[src/isc_pkg.sv]
/*
 Shared constants and types of the serial register-access slave.
 Assumes a register file that answers a word address combinationally.
*/
package isc_pkg;
   localparam int ADDR_W = 8;
   localparam int DATA_W = 32;
   localparam logic [3:0] BIT_CNT_FULL = 4'h8;
   localparam logic [2:0] TX_BIT_LAST = 3'h7;
   localparam logic [1:0] BYTE_COMMIT = 2'h2;
   localparam logic [1:0] BYTE_LAST = 2'h3;
   localparam logic [1:0] BYTE_ALIGN = 2'h0;
   localparam logic LINE_IDLE = 1'b1;
   localparam logic [6:0] SLV_ADDR_DEF = 7'h0A;

   typedef enum logic [2:0] {
      ST_IDLE = 3'h0,
      ST_RX = 3'h1,
      ST_RACK = 3'h3,
      ST_TX = 3'h2,
      ST_TACK = 3'h6,
      ST_WAIT = 3'h4
   } isc_state_e;

   typedef enum logic [1:0] {
      K_CTRL = 2'h0,
      K_ADDR = 2'h1,
      K_DATA = 2'h2
   } isc_kind_e;

   typedef struct packed {
      logic rd_cap;
      logic rd_done;
      logic wr;
      logic [ADDR_W+1:0] addr;
      logic [DATA_W-1:0] wdata;
   } isc_csr_req_s;
endpackage

[src/isc_slave.sv]
/*
 Serial two-wire slave that reads and writes 32-bit system registers.
 Assumes scl and sda arrive asynchronously and are idle high, and that
 the register file answers csr_rdata from csr_req.addr in the same cycle.
*/
// Overview of operation
// - Capture whole register into a holding copy before shifting each read.
// - Pulse read side effect only when master acks third output byte.
// - Fourth byte comes from the captured copy, not the cleared register.
// - Nack or start or stop before third ack means no side effect.
// - In multiple reads each register gets its own side effect pulse.
// - Register file defers live events arriving after capture until done.
// - Acknowledge every data byte of a write sequence.
// - Single register write leaves the address pointer unchanged.
// - Multiple write advances the pointer per register, wrapping at maximum.
// - Final register of a multiple access also increments the pointer.
// - Unexpected start or stop abandons the transfer at once.
// - Write a register only after all 32 bits arrived.
// - With direction zero the next byte loads the address pointer.
// - Byte address is word address with two zero bits; MSB first.
// - Ack on fourth read byte increments pointer and sends next register.
`timescale 1ns/1ps
module isc_slave #(
   parameter logic [6:0] SLV_ADDR = isc_pkg::SLV_ADDR_DEF
) (
   input wire logic clk,
   input wire logic nrst,
   input wire logic scl_i,
   input wire logic sda_i,
   output logic sda_o,
   output logic sda_oe,
   output isc_pkg::isc_csr_req_s csr_req,
   input wire logic [isc_pkg::DATA_W-1:0] csr_rdata
);
   import isc_pkg::*;

   logic scl_s1, scl_s2, scl_d, sda_s1, sda_s2, sda_d;
   logic scl_rise, scl_fall, start_ev, stop_ev;

   isc_state_e st_reg, st_next;
   isc_kind_e kind_reg, kind_next;
   logic [3:0] cnt_reg, cnt_next;
   logic [1:0] bidx_reg, bidx_next;
   logic multi_reg, multi_next;
   logic pend_inc_reg, pend_inc_next;
   logic inc_ack_reg, inc_ack_next;
   logic rw_reg, rw_next;
   logic ackd_reg, ackd_next;
   logic cap_pend_reg, cap_pend_next;
   logic oe_reg, oe_next;
   logic [7:0] sr_reg, sr_next;
   logic [DATA_W-1:0] wbuf_reg, wbuf_next;
   logic [DATA_W-1:0] shadow_reg, shadow_next;
   logic [DATA_W-1:0] wdata_reg, wdata_next;
   logic [ADDR_W-1:0] ptr_reg, ptr_next;
   logic rd_cap_reg, rd_cap_next;
   logic rd_done_reg, rd_done_next;
   logic wr_reg, wr_next;

   if (SLV_ADDR == 7'h00) begin : g_chk
      $error("isc_slave: general call address cannot be the slave address");
   end

   // Two-stage synchronisers, then a delayed copy for edge detection
   always_ff @(posedge clk or negedge nrst) begin
      if (!nrst) begin
         scl_s1 <= LINE_IDLE;
         scl_s2 <= LINE_IDLE;
         scl_d <= LINE_IDLE;
         sda_s1 <= LINE_IDLE;
         sda_s2 <= LINE_IDLE;
         sda_d <= LINE_IDLE;
      end else begin
         scl_s1 <= scl_i;
         scl_s2 <= scl_s1;
         scl_d <= scl_s2;
         sda_s1 <= sda_i;
         sda_s2 <= sda_s1;
         sda_d <= sda_s2;
      end
   end

   assign scl_rise = scl_s2 & ~scl_d;
   assign scl_fall = ~scl_s2 & scl_d;
   assign start_ev = scl_s2 & scl_d & sda_d & ~sda_s2;
   assign stop_ev = scl_s2 & scl_d & ~sda_d & sda_s2;

   always_comb begin
      st_next = st_reg;
      kind_next = kind_reg;
      cnt_next = cnt_reg;
      bidx_next = bidx_reg;
      multi_next = multi_reg;
      pend_inc_next = pend_inc_reg;
      inc_ack_next = inc_ack_reg;
      rw_next = rw_reg;
      ackd_next = ackd_reg;
      cap_pend_next = 1'b0;
      oe_next = oe_reg;
      sr_next = sr_reg;
      wbuf_next = wbuf_reg;
      shadow_next = shadow_reg;
      wdata_next = wdata_reg;
      ptr_next = ptr_reg;
      rd_cap_next = 1'b0;
      rd_done_next = 1'b0;
      wr_next = 1'b0;
      if (cap_pend_reg) begin
         // Freeze the word; side effects wait for the third ack
         shadow_next = csr_rdata;
         rd_cap_next = 1'b1;
         oe_next = ~csr_rdata[DATA_W-1];
      end
      if (start_ev) begin
         // Abandon anything in flight; nothing is written or committed
         st_next = ST_RX;
         kind_next = K_CTRL;
         cnt_next = 4'h0;
         oe_next = 1'b0;
         cap_pend_next = 1'b0;
         rd_cap_next = 1'b0;
      end else if (stop_ev) begin
         st_next = ST_IDLE;
         oe_next = 1'b0;
         cap_pend_next = 1'b0;
         rd_cap_next = 1'b0;
      end else begin
         case (st_reg)
            ST_RX: begin
               if (scl_rise) begin
                  sr_next = {sr_reg[6:0], sda_s2};
                  cnt_next = cnt_reg + 4'h1;
               end else if (scl_fall && cnt_reg == 4'h1 && kind_reg == K_DATA
                  && pend_inc_reg) begin
                  // Stop and start also raise scl; step only on a real bit
                  ptr_next = ptr_reg + 1'b1;
                  pend_inc_next = 1'b0;
               end else if (scl_fall && cnt_reg == BIT_CNT_FULL) begin
                  cnt_next = 4'h0;
                  st_next = ST_RACK;
                  oe_next = 1'b1;
                  case (kind_reg)
                     K_CTRL: begin
                        rw_next = sr_reg[0];
                        if (sr_reg[7:1] != SLV_ADDR) begin
                           st_next = ST_WAIT;
                           oe_next = 1'b0;
                        end
                     end
                     K_ADDR: begin
                        ptr_next = sr_reg;
                     end
                     default: begin
                        wbuf_next = {wbuf_reg[DATA_W-9:0], sr_reg};
                        if (bidx_reg == BYTE_LAST) begin
                           // Only a full word reaches the register file
                           wr_next = 1'b1;
                           wdata_next = {wbuf_reg[DATA_W-9:0], sr_reg};
                           bidx_next = BYTE_ALIGN;
                           inc_ack_next = multi_reg;
                           pend_inc_next = ~multi_reg;
                           multi_next = 1'b1;
                        end else begin
                           bidx_next = bidx_reg + 2'h1;
                        end
                     end
                  endcase
               end
            end
            ST_RACK: begin
               if (scl_fall) begin
                  oe_next = 1'b0;
                  st_next = ST_RX;
                  if (inc_ack_reg) begin
                     ptr_next = ptr_reg + 1'b1;
                  end
                  inc_ack_next = 1'b0;
                  if (kind_reg == K_CTRL && rw_reg) begin
                     st_next = ST_TX;
                     cap_pend_next = 1'b1;
                     bidx_next = BYTE_ALIGN;
                     multi_next = 1'b0;
                  end else if (kind_reg == K_CTRL) begin
                     kind_next = K_ADDR;
                  end else if (kind_reg == K_ADDR) begin
                     kind_next = K_DATA;
                     bidx_next = BYTE_ALIGN;
                     multi_next = 1'b0;
                     pend_inc_next = 1'b0;
                  end
               end
            end
            ST_TX: begin
               if (scl_fall) begin
                  // Shift only the held copy, never live contents
                  shadow_next = {shadow_reg[DATA_W-2:0], 1'b0};
                  cnt_next = cnt_reg + 4'h1;
                  oe_next = ~shadow_reg[DATA_W-2];
                  if (cnt_reg[2:0] == TX_BIT_LAST) begin
                     st_next = ST_TACK;
                     oe_next = 1'b0;
                     cnt_next = 4'h0;
                  end
               end
            end
            ST_TACK: begin
               if (scl_rise) begin
                  ackd_next = ~sda_s2;
                  if (~sda_s2 && bidx_reg == BYTE_COMMIT) begin
                     rd_done_next = 1'b1;
                  end
               end else if (scl_fall) begin
                  if (ackd_reg) begin
                     st_next = ST_TX;
                     if (bidx_reg == BYTE_LAST) begin
                        ptr_next = ptr_reg + 1'b1;
                        multi_next = 1'b1;
                        bidx_next = BYTE_ALIGN;
                        cap_pend_next = 1'b1;
                     end else begin
                        bidx_next = bidx_reg + 2'h1;
                        oe_next = ~shadow_reg[DATA_W-1];
                     end
                  end else begin
                     st_next = ST_WAIT;
                     if (bidx_reg == BYTE_LAST && multi_reg) begin
                        ptr_next = ptr_reg + 1'b1;
                     end
                  end
               end
            end
            default: begin
            end
         endcase
      end
   end

   always_ff @(posedge clk or negedge nrst) begin
      if (!nrst) begin
         st_reg <= ST_IDLE;
         kind_reg <= K_CTRL;
         cnt_reg <= 4'h0;
         bidx_reg <= 2'h0;
         multi_reg <= 1'b0;
         pend_inc_reg <= 1'b0;
         inc_ack_reg <= 1'b0;
         rw_reg <= 1'b0;
         ackd_reg <= 1'b0;
         cap_pend_reg <= 1'b0;
         oe_reg <= 1'b0;
         sr_reg <= 8'h00;
         wbuf_reg <= 32'h00000000;
         shadow_reg <= 32'h00000000;
         wdata_reg <= 32'h00000000;
         ptr_reg <= 8'h00;
         rd_cap_reg <= 1'b0;
         rd_done_reg <= 1'b0;
         wr_reg <= 1'b0;
      end else begin
         st_reg <= st_next;
         kind_reg <= kind_next;
         cnt_reg <= cnt_next;
         bidx_reg <= bidx_next;
         multi_reg <= multi_next;
         pend_inc_reg <= pend_inc_next;
         inc_ack_reg <= inc_ack_next;
         rw_reg <= rw_next;
         ackd_reg <= ackd_next;
         cap_pend_reg <= cap_pend_next;
         oe_reg <= oe_next;
         sr_reg <= sr_next;
         wbuf_reg <= wbuf_next;
         shadow_reg <= shadow_next;
         wdata_reg <= wdata_next;
         ptr_reg <= ptr_next;
         rd_cap_reg <= rd_cap_next;
         rd_done_reg <= rd_done_next;
         wr_reg <= wr_next;
      end
   end

   assign sda_o = 1'b0;
   assign sda_oe = oe_reg;
   assign csr_req.rd_cap = rd_cap_reg;
   assign csr_req.rd_done = rd_done_reg;
   assign csr_req.wr = wr_reg;
   assign csr_req.addr = {ptr_reg, 2'b00};
   assign csr_req.wdata = wdata_reg;
endmodule

[config.mk]
export PLATFORM = sky130hd
export DESIGN_NAME = isc_slave
export DESIGN_NICKNAME = d
export VERILOG_FILES = /design/src/isc_pkg.sv /design/src/isc_slave.sv
export SDC_FILE = /design/constraint.sdc
export NUM_CORES = 1
export LEC_CHECK = 0
export ABC_AREA = 1
export BUFFER_PORTS_ARGS = -buffer_cell sky130_fd_sc_hd__buf_4
export CORE_UTILIZATION = 58
export CTS_CLUSTER_DIAMETER = 60
export CTS_CLUSTER_SIZE = 12
export DETAILED_ROUTE_END_ITERATION = 6
export PLACE_DENSITY_LB_ADDON = 0.08
export SYNTH_ARGS = -nofsm -noshare
export SYNTH_HDL_FRONTEND = slang
export SYNTH_SLANG_ARGS = --single-unit
export TNS_END_PERCENT = 100
[constraint.sdc]
create_clock -name clk -period 1.9 [get_ports clk]
set_input_delay 0.095 -clock clk [delete_from_list [all_inputs] [get_ports clk]]
set_output_delay 0.095 -clock clk [all_outputs]
set_load 0.05 [all_outputs]
==> flow_summary_export.csv, run 1 <==
group,metric,value,unit
clock_network,cts_buffers,17,
worst_setup_path,cp_num_buf_inv,3,
worst_setup_path,reg2reg_slack,0.04,ns
yosys,synth_xor_area_share,0.564,%
clock_network,cts.path.max_buffers,2,
yosys,synth-compound-area-share,12.4,%
placement,dp.cells,964,
route,drc_errors,0,
grt,grt_pass1_vias,5463,
sta,slew_headroom,56.8,%
placement,dp_hpwl,10100,µm
worst_setup_path,startpoint_type,"register",
floorplanning,num_io_pins,83,
worst_setup_path,critPathArrivalTime,2.31,ns
route,drt_iter0_markers,514,
yosys,syn-cell-area,6210,µm²
worst_setup_path,r2r_end,"wbuf_reg[0]$_DFFE_PN0P_",
yosys,synth_top_area_cell,"dfrtp_1",
sta,fmax,0.538,GHz
yosys,synth_top_cell_area_share,50.3,%
clock_network,cts_root_buf,"clkbuf_8",
placement,place_congestion,0.912,
power_and_ir_drop,p_leak,0.00398,µW
worst_setup_path,r2r-start,"cnt_reg[1]$_DFFE_PN0P_",
clock_network,clkTransAtPathRegs,0.06,ns
yosys,synth_cell_types,30,
route,num_vias,5635,
floorplanning,dieHeight,106,µm
run,drv_cap,0,
finish,final_cell_mix,"202 x nand2_1, 122 x dfrtp_1, 100 x buf_4",
route,postRouteAntennaNets,0,
route,dr.pass1.iters,5,
finish,layout_commonest_cell,"nand2_1",
floorplanning,die_w,106,µm
route,routed_wl,16600,µm
finish,multi_input_area,2540,µm²
worst_setup_path,path_class,"reg2reg",
finish,area_delta_synth_final,32.1,%
sta,fin_worst_skew,0.00884,ns
grt,grt_pass1_wl,26100,µm
finish,n_antenna_cell,0,
finish,final.fill_count,677,
clock_network,cts_tree,"built",
power_and_ir_drop,power.density,1150,nW/µm²
grt,antenna_found_initial,0,
hold_path,hp-class,"in2async",
route,wl_met3,900,µm
floorplanning,initial_core_util,59.9,%
yosys,ys_seq_elements,131,
worst_setup_path,startpoint,"cnt_reg[1]$_DFFE_PN0P_",
floorplanning,design.core.area,10400,µm²
worst_setup_path,slowest_stage,"dfrtp_1",
worst_setup_path,end_kind,"register",
worst_setup_path,required,2.35,ns
route,wirelength_met1,7260,µm
worst_setup_path,crit_fanout,14,
worst_setup_path,max_stage_delay,0.41,ns
finish,drive_gt1_share,22.2,%
sta,grt_setup_unrepaired,"true",
floorplanning,dieArea,11100,µm²
route,wl_per_cell,15.9,µm
sta,tightest_slew,0.648,ns
worst_setup_path,rr_worst_depth,11,
placement,place_area,6980,µm²
sta,fin_crit_sh,97.8,%
outcome,outcome,"completed",
grt,grt_start_max_net_pins,62,
clock_network,numClockSinks,131,
sta,finalHoldViolCount,0,
sta,finalMaxSlewViolations,0,
clock_network,clk_latency,0.54,ns
grt,gr-total-overflow,0,
power_and_ir_drop,ir_worst_vdd,0.878,mV
worst_setup_path,crit_chain,"inv_2 > ha_1 > nand2_1 > nor2_4 > nand2_2 > nand3_2 > nor2_4 > buf_12 > buf_16 > nor2_1 > a21oi_1",
sta,finalSetupViolCount,0,
sta,min_period,1.86,ns
yosys,synth_cells,764,
yosys,yosys.area_share.simple,24.7,%
finish,seqCellArea,3290,µm²
route,top_layer,"met4",
yosys,yosys_warnings,0,
worst_setup_path,timing.critical_path.to,"wbuf_reg[0]$_DFFE_PN0P_",
route,via_per_inst,5.38,
finish,nets,941,
yosys,synth_top_family_by_area,"simple AND/OR/NAND/NOR gates",
placement,port_buffers,79,
yosys,synthAdderAreaFrac,1.41,%
floorplanning,rows,37,
worst_setup_path,path_depth,11,
yosys,synth_mux_area_share,0,%
route,met2_length,8190,µm
worst_setup_path,cp_common_cell,"nor2_4",
yosys,syn_avg_cell_area,8.13,µm²
yosys,yosysSeqAreaShare,52.9,%
finish,fin_area,8210,µm²
finish,fin_cells,1047,
clock_network,htree_num_levels,4,
grt,grtUsageTotal,30.6,%
worst_setup_path,cp_top_family,"simple AND/OR/NAND/NOR gates",
yosys,yosys-top-cells-area,"dfrtp_1 50%, nand2_1 12%, nor2_1 5.6%",
logic make-up (layout without fill, tap and decap cells):
family,Yosys count,count (layout)
AOI/OAI and AO/OA,145,145
xor gates and xnor gates,4,4
adders and majority gates,7,7
buffers and inverters,110,254
DFF,131,131
other,1,3
and+or+nand+nor,366,367
through the flow:
step	utilization (%)	hold WS, ns	TNS (ns)	power (µW)	setup WS [ns]
after global routing	79.2	0.0808	-0.873	9980	-0.0445
after global placement	67.3	0.0676	0	6040	0.00808
after floorplan	-	-0.201	0	5360	0.263
after detailed placement	67.3	0.0706	-0.535	6130	-0.0664
final	79.2	0.0497	0	9450	0.0413
after CTS	76.9	0.0528	-0.102	9250	-0.0218
metal layers:
layer  GRT usage [%]  vias up
met5               0        -
met4            10.1        0
met3            7.05       30
met2            51.6      176
met1            39.1     2716
li1                -     2713
synth_stat cells (all sizes together):
cell / number
dfrtp: 125
nor2: 100
a31oi: 19
buf: 25
dfstp: 6
xnor2: 1
clkbuf: 12
nand3: 49
nor4: 1
nor3: 4
nand4: 2
xor2: 3
a21oi: 41
ha: 7
inv: 73
nand2: 207
conb: 1
nand3b: 3
o21ai: 85
power by group:
group / leakage (µW) / internal [µW] / switching (µW)
Combinational: 0.00205 / 1010 / 1850
Sequential: 0.00166 / 3210 / 349
Clock: 0.000272 / 1800 / 1230
worst min path at each step:
stage	start	to	slack (ns)	cells past startpoint
after global routing	nrst	shadow_reg[11]$_DFF_PN0_	0.08	2
after detailed placement	nrst	cnt_reg[0]$_DFFE_PN0P_	0.07	1
after floorplan	nrst	ackd_reg$_DFFE_PN0P_	-0.20	0
after CTS	nrst	kind_reg[0]$_DFFE_PN0P_	0.05	2
final	nrst	kind_reg[1]$_DFFE_PN0P_	0.05	2
after global placement	nrst	cnt_reg[2]$_DFFE_PN0P_	0.07	1
what timing repair did:
action,CTS,global route
cloned,1,5
setup buffers,3,7
pin swaps,2,7
hold buffers,35,0
hold endpoints to repair,160,0
setup endpoints to repair,24,80
gates resized for setup,5,24
cell type report:
| cell class | count | share of cell area (%) |
|---|---|---|
| well taps | 136 | 2.07 |
| multi-input cells | 526 | 30.9 |
| inverters | 73 | 3.34 |
| clock buffers | 20 | 5.43 |
| repair buffers | 149 | 16.9 |
| clock inverters | 12 | 1.28 |
| flip-flops and latches | 131 | 40.1 |
No activity file was read; power rests on OpenSTA's default activity.
==> run 2: changes to the inputs <==
HOLD_SLACK_MARGIN = 0.08   (was unset)
==> flow_summary_export.csv, run 2 (synthesis gave the netlist of run 1 again) <==
group,metric,value,unit
worst_setup_path,r2r_end,"wbuf_reg[0]$_DFFE_PN0P_",
power_and_ir_drop,combinationalPowerShare,30.3,%
route,num_vias,5686,
worst_setup_path,path_class,"reg2reg",
finish,fin_cells,1048,
run,drv_cap,0,
finish,drive_gt1_share,22.3,%
finish,final.fill_count,674,
finish,n_antenna_cell,0,
placement,place_congestion,0.912,
sta,finalMaxSlewViolations,0,
grt,gr-total-overflow,0,
finish,fin_area,8230,µm²
sta,finalSetupViolCount,0,
clock_network,cts_buffers,17,
route,routed_wl,16700,µm
finish,nets,942,
sta,finalHoldViolCount,0,
floorplanning,num_io_pins,83,
floorplanning,die_w,106,µm
grt,grt_pass1_vias,5476,
clock_network,clk_latency,0.54,ns
grt,grtUsageTotal,30.7,%
clock_network,cts_root_buf,"clkbuf_8",
floorplanning,dieHeight,106,µm
route,wl_per_cell,16.0,µm
floorplanning,dieArea,11100,µm²
sta,slew_headroom,55.7,%
clock_network,cts.path.max_buffers,2,
sta,grt_setup_unrepaired,"true",
power_and_ir_drop,p_leak,0.00399,µW
placement,place_area,6980,µm²
sta,whs,0.151,ns
finish,final_cell_mix,"202 x nand2_1, 122 x dfrtp_1, 100 x buf_4",
worst_setup_path,timing.critical_path.to,"wbuf_reg[0]$_DFFE_PN0P_",
sta,fin_crit_sh,98.1,%
placement,port_buffers,79,
power_and_ir_drop,power.density,1150,nW/µm²
sta,fin_worst_skew,0.00866,ns
sta,finalSetupTns,0,ns
worst_setup_path,critPathArrivalTime,2.32,ns
worst_setup_path,crit_fanout,14,
grt,grt_start_max_net_pins,62,
power_and_ir_drop,ir_worst_vdd,0.881,mV
floorplanning,initial_core_util,59.9,%
power_and_ir_drop,p_sw,3430,µW
worst_setup_path,startpoint,"cnt_reg[1]$_DFFE_PN0P_",
sta,min_period,1.86,ns
floorplanning,rows,37,
sta,fmax,0.537,GHz
finish,area_delta_synth_final,32.5,%
clock_network,htree_num_levels,4,
power_and_ir_drop,clockPowerShare,32.0,%
placement,dp.cells,964,
route,via_per_inst,5.43,
route,drc_errors,0,
worst_setup_path,reg2reg_slack,0.04,ns
worst_setup_path,end_kind,"register",
clock_network,clkTransAtPathRegs,0.06,ns
worst_setup_path,r2r-start,"cnt_reg[1]$_DFFE_PN0P_",
power_and_ir_drop,power,9460,µW
worst_setup_path,rr_worst_depth,11,
finish,layout_commonest_cell,"nand2_1",
route,dr.pass1.iters,5,
route,postRouteAntennaNets,0,
power_and_ir_drop,p_sw_share,36.2,%
power_and_ir_drop,power.internal,6030,µW
clock_network,cts_tree,"built",
route,drt_iter0_markers,502,
power_and_ir_drop,seqPwrFrac,37.6,%
hold_path,hp-class,"in2async",
outcome,outcome,"completed",
sta,tightest_slew,0.664,ns
worst_setup_path,required,2.36,ns
clock_network,numClockSinks,131,
grt,grt_pass1_wl,26200,µm
floorplanning,design.core.area,10400,µm²
grt,antenna_found_initial,0,
placement,dp_hpwl,10100,µm
worst_setup_path,startpoint_type,"register",
[run 2: worst min path at each step]
| stage | cells past startpoint | slack (ns) | endpoint |
|---|---|---|---|
| 3_3_place_gp | 1 | 0.07 | cnt_reg[2]$_DFFE_PN0P_ |
| 4_1_cts | 2 | 0.14 | scl_d$_DFF_PN1_ |
| 6_report | 2 | 0.15 | scl_d$_DFF_PN1_ |
| 3_5_place_dp | 1 | 0.07 | cnt_reg[0]$_DFFE_PN0P_ |
| 5_1_grt | 2 | 0.14 | scl_d$_DFF_PN1_ |
| 2_1_floorplan | 0 | -0.20 | ackd_reg$_DFFE_PN0P_ |
[run 2: stage by stage]
step           utilization (%)  setup WS [ns]
2_1_floorplan                -          0.263
3_3_place_gp              67.3        0.00808
3_5_place_dp              67.3        -0.0664
4_1_cts                   77.1        -0.0218
5_1_grt                   79.4        -0.0397
6_report                  79.4         0.0368
[run 2: worst max-delay path: stages (launching register included)]
cell and delay, ns:
dfrtp_1 0.41, inv_2 0.08, ha_1 0.19, nand2_1 0.11, nor2_4 0.06, nand2_2 0.14, nand3_2 0.10, nor2_4 0.20
buf_12 0.15, buf_16 0.13, nor2_1 0.05, a21oi_1 0.14
[run 2: cell type report]
type / count / area, µm² / share of cell area (%)
inverters: 73 / 274 / 3.33
multi-input cells: 526 / 2540 / 30.9
well taps: 136 / 170 / 2.07
flip-flops and latches: 131 / 3290 / 40.0
repair buffers: 150 / 1410 / 17.1
clock inverters: 12 / 105 / 1.28
clock buffers: 20 / 445 / 5.41
[run 2: power groups by stage]
stage	sequential (µW)	clock [µW]	combinational [µW]
floorplan	3650	0	1710
global placement	3550	0	2480
detailed placement	3590	0	2550
CTS	3540	3060	2660
global route	3600	3190	3190
finish	3560	3030	2870
[run 2: routing by layer]
| metal | vias to the layer above | GRT usage (%) | wire [µm] |
|---|---|---|---|
| met4 | 0 | 11.2 | 393 |
| met3 | 35 | 7.05 | 940 |
| li1 | 2715 | - | - |
| met1 | 2743 | 39.1 | 7130 |
| met2 | 193 | 51.5 | 8260 |
| met5 | - | 0 | 0 |
[run 2: timing repair]
action                     in CTS  in global routing
pin swaps                       2                  7
setup endpoints to repair      24                 80
gates cloned                    1                  5
hold buffers                   36                  0
gates resized for setup         5                 24
hold endpoints to repair      160                  0
buffers inserted                3                  7
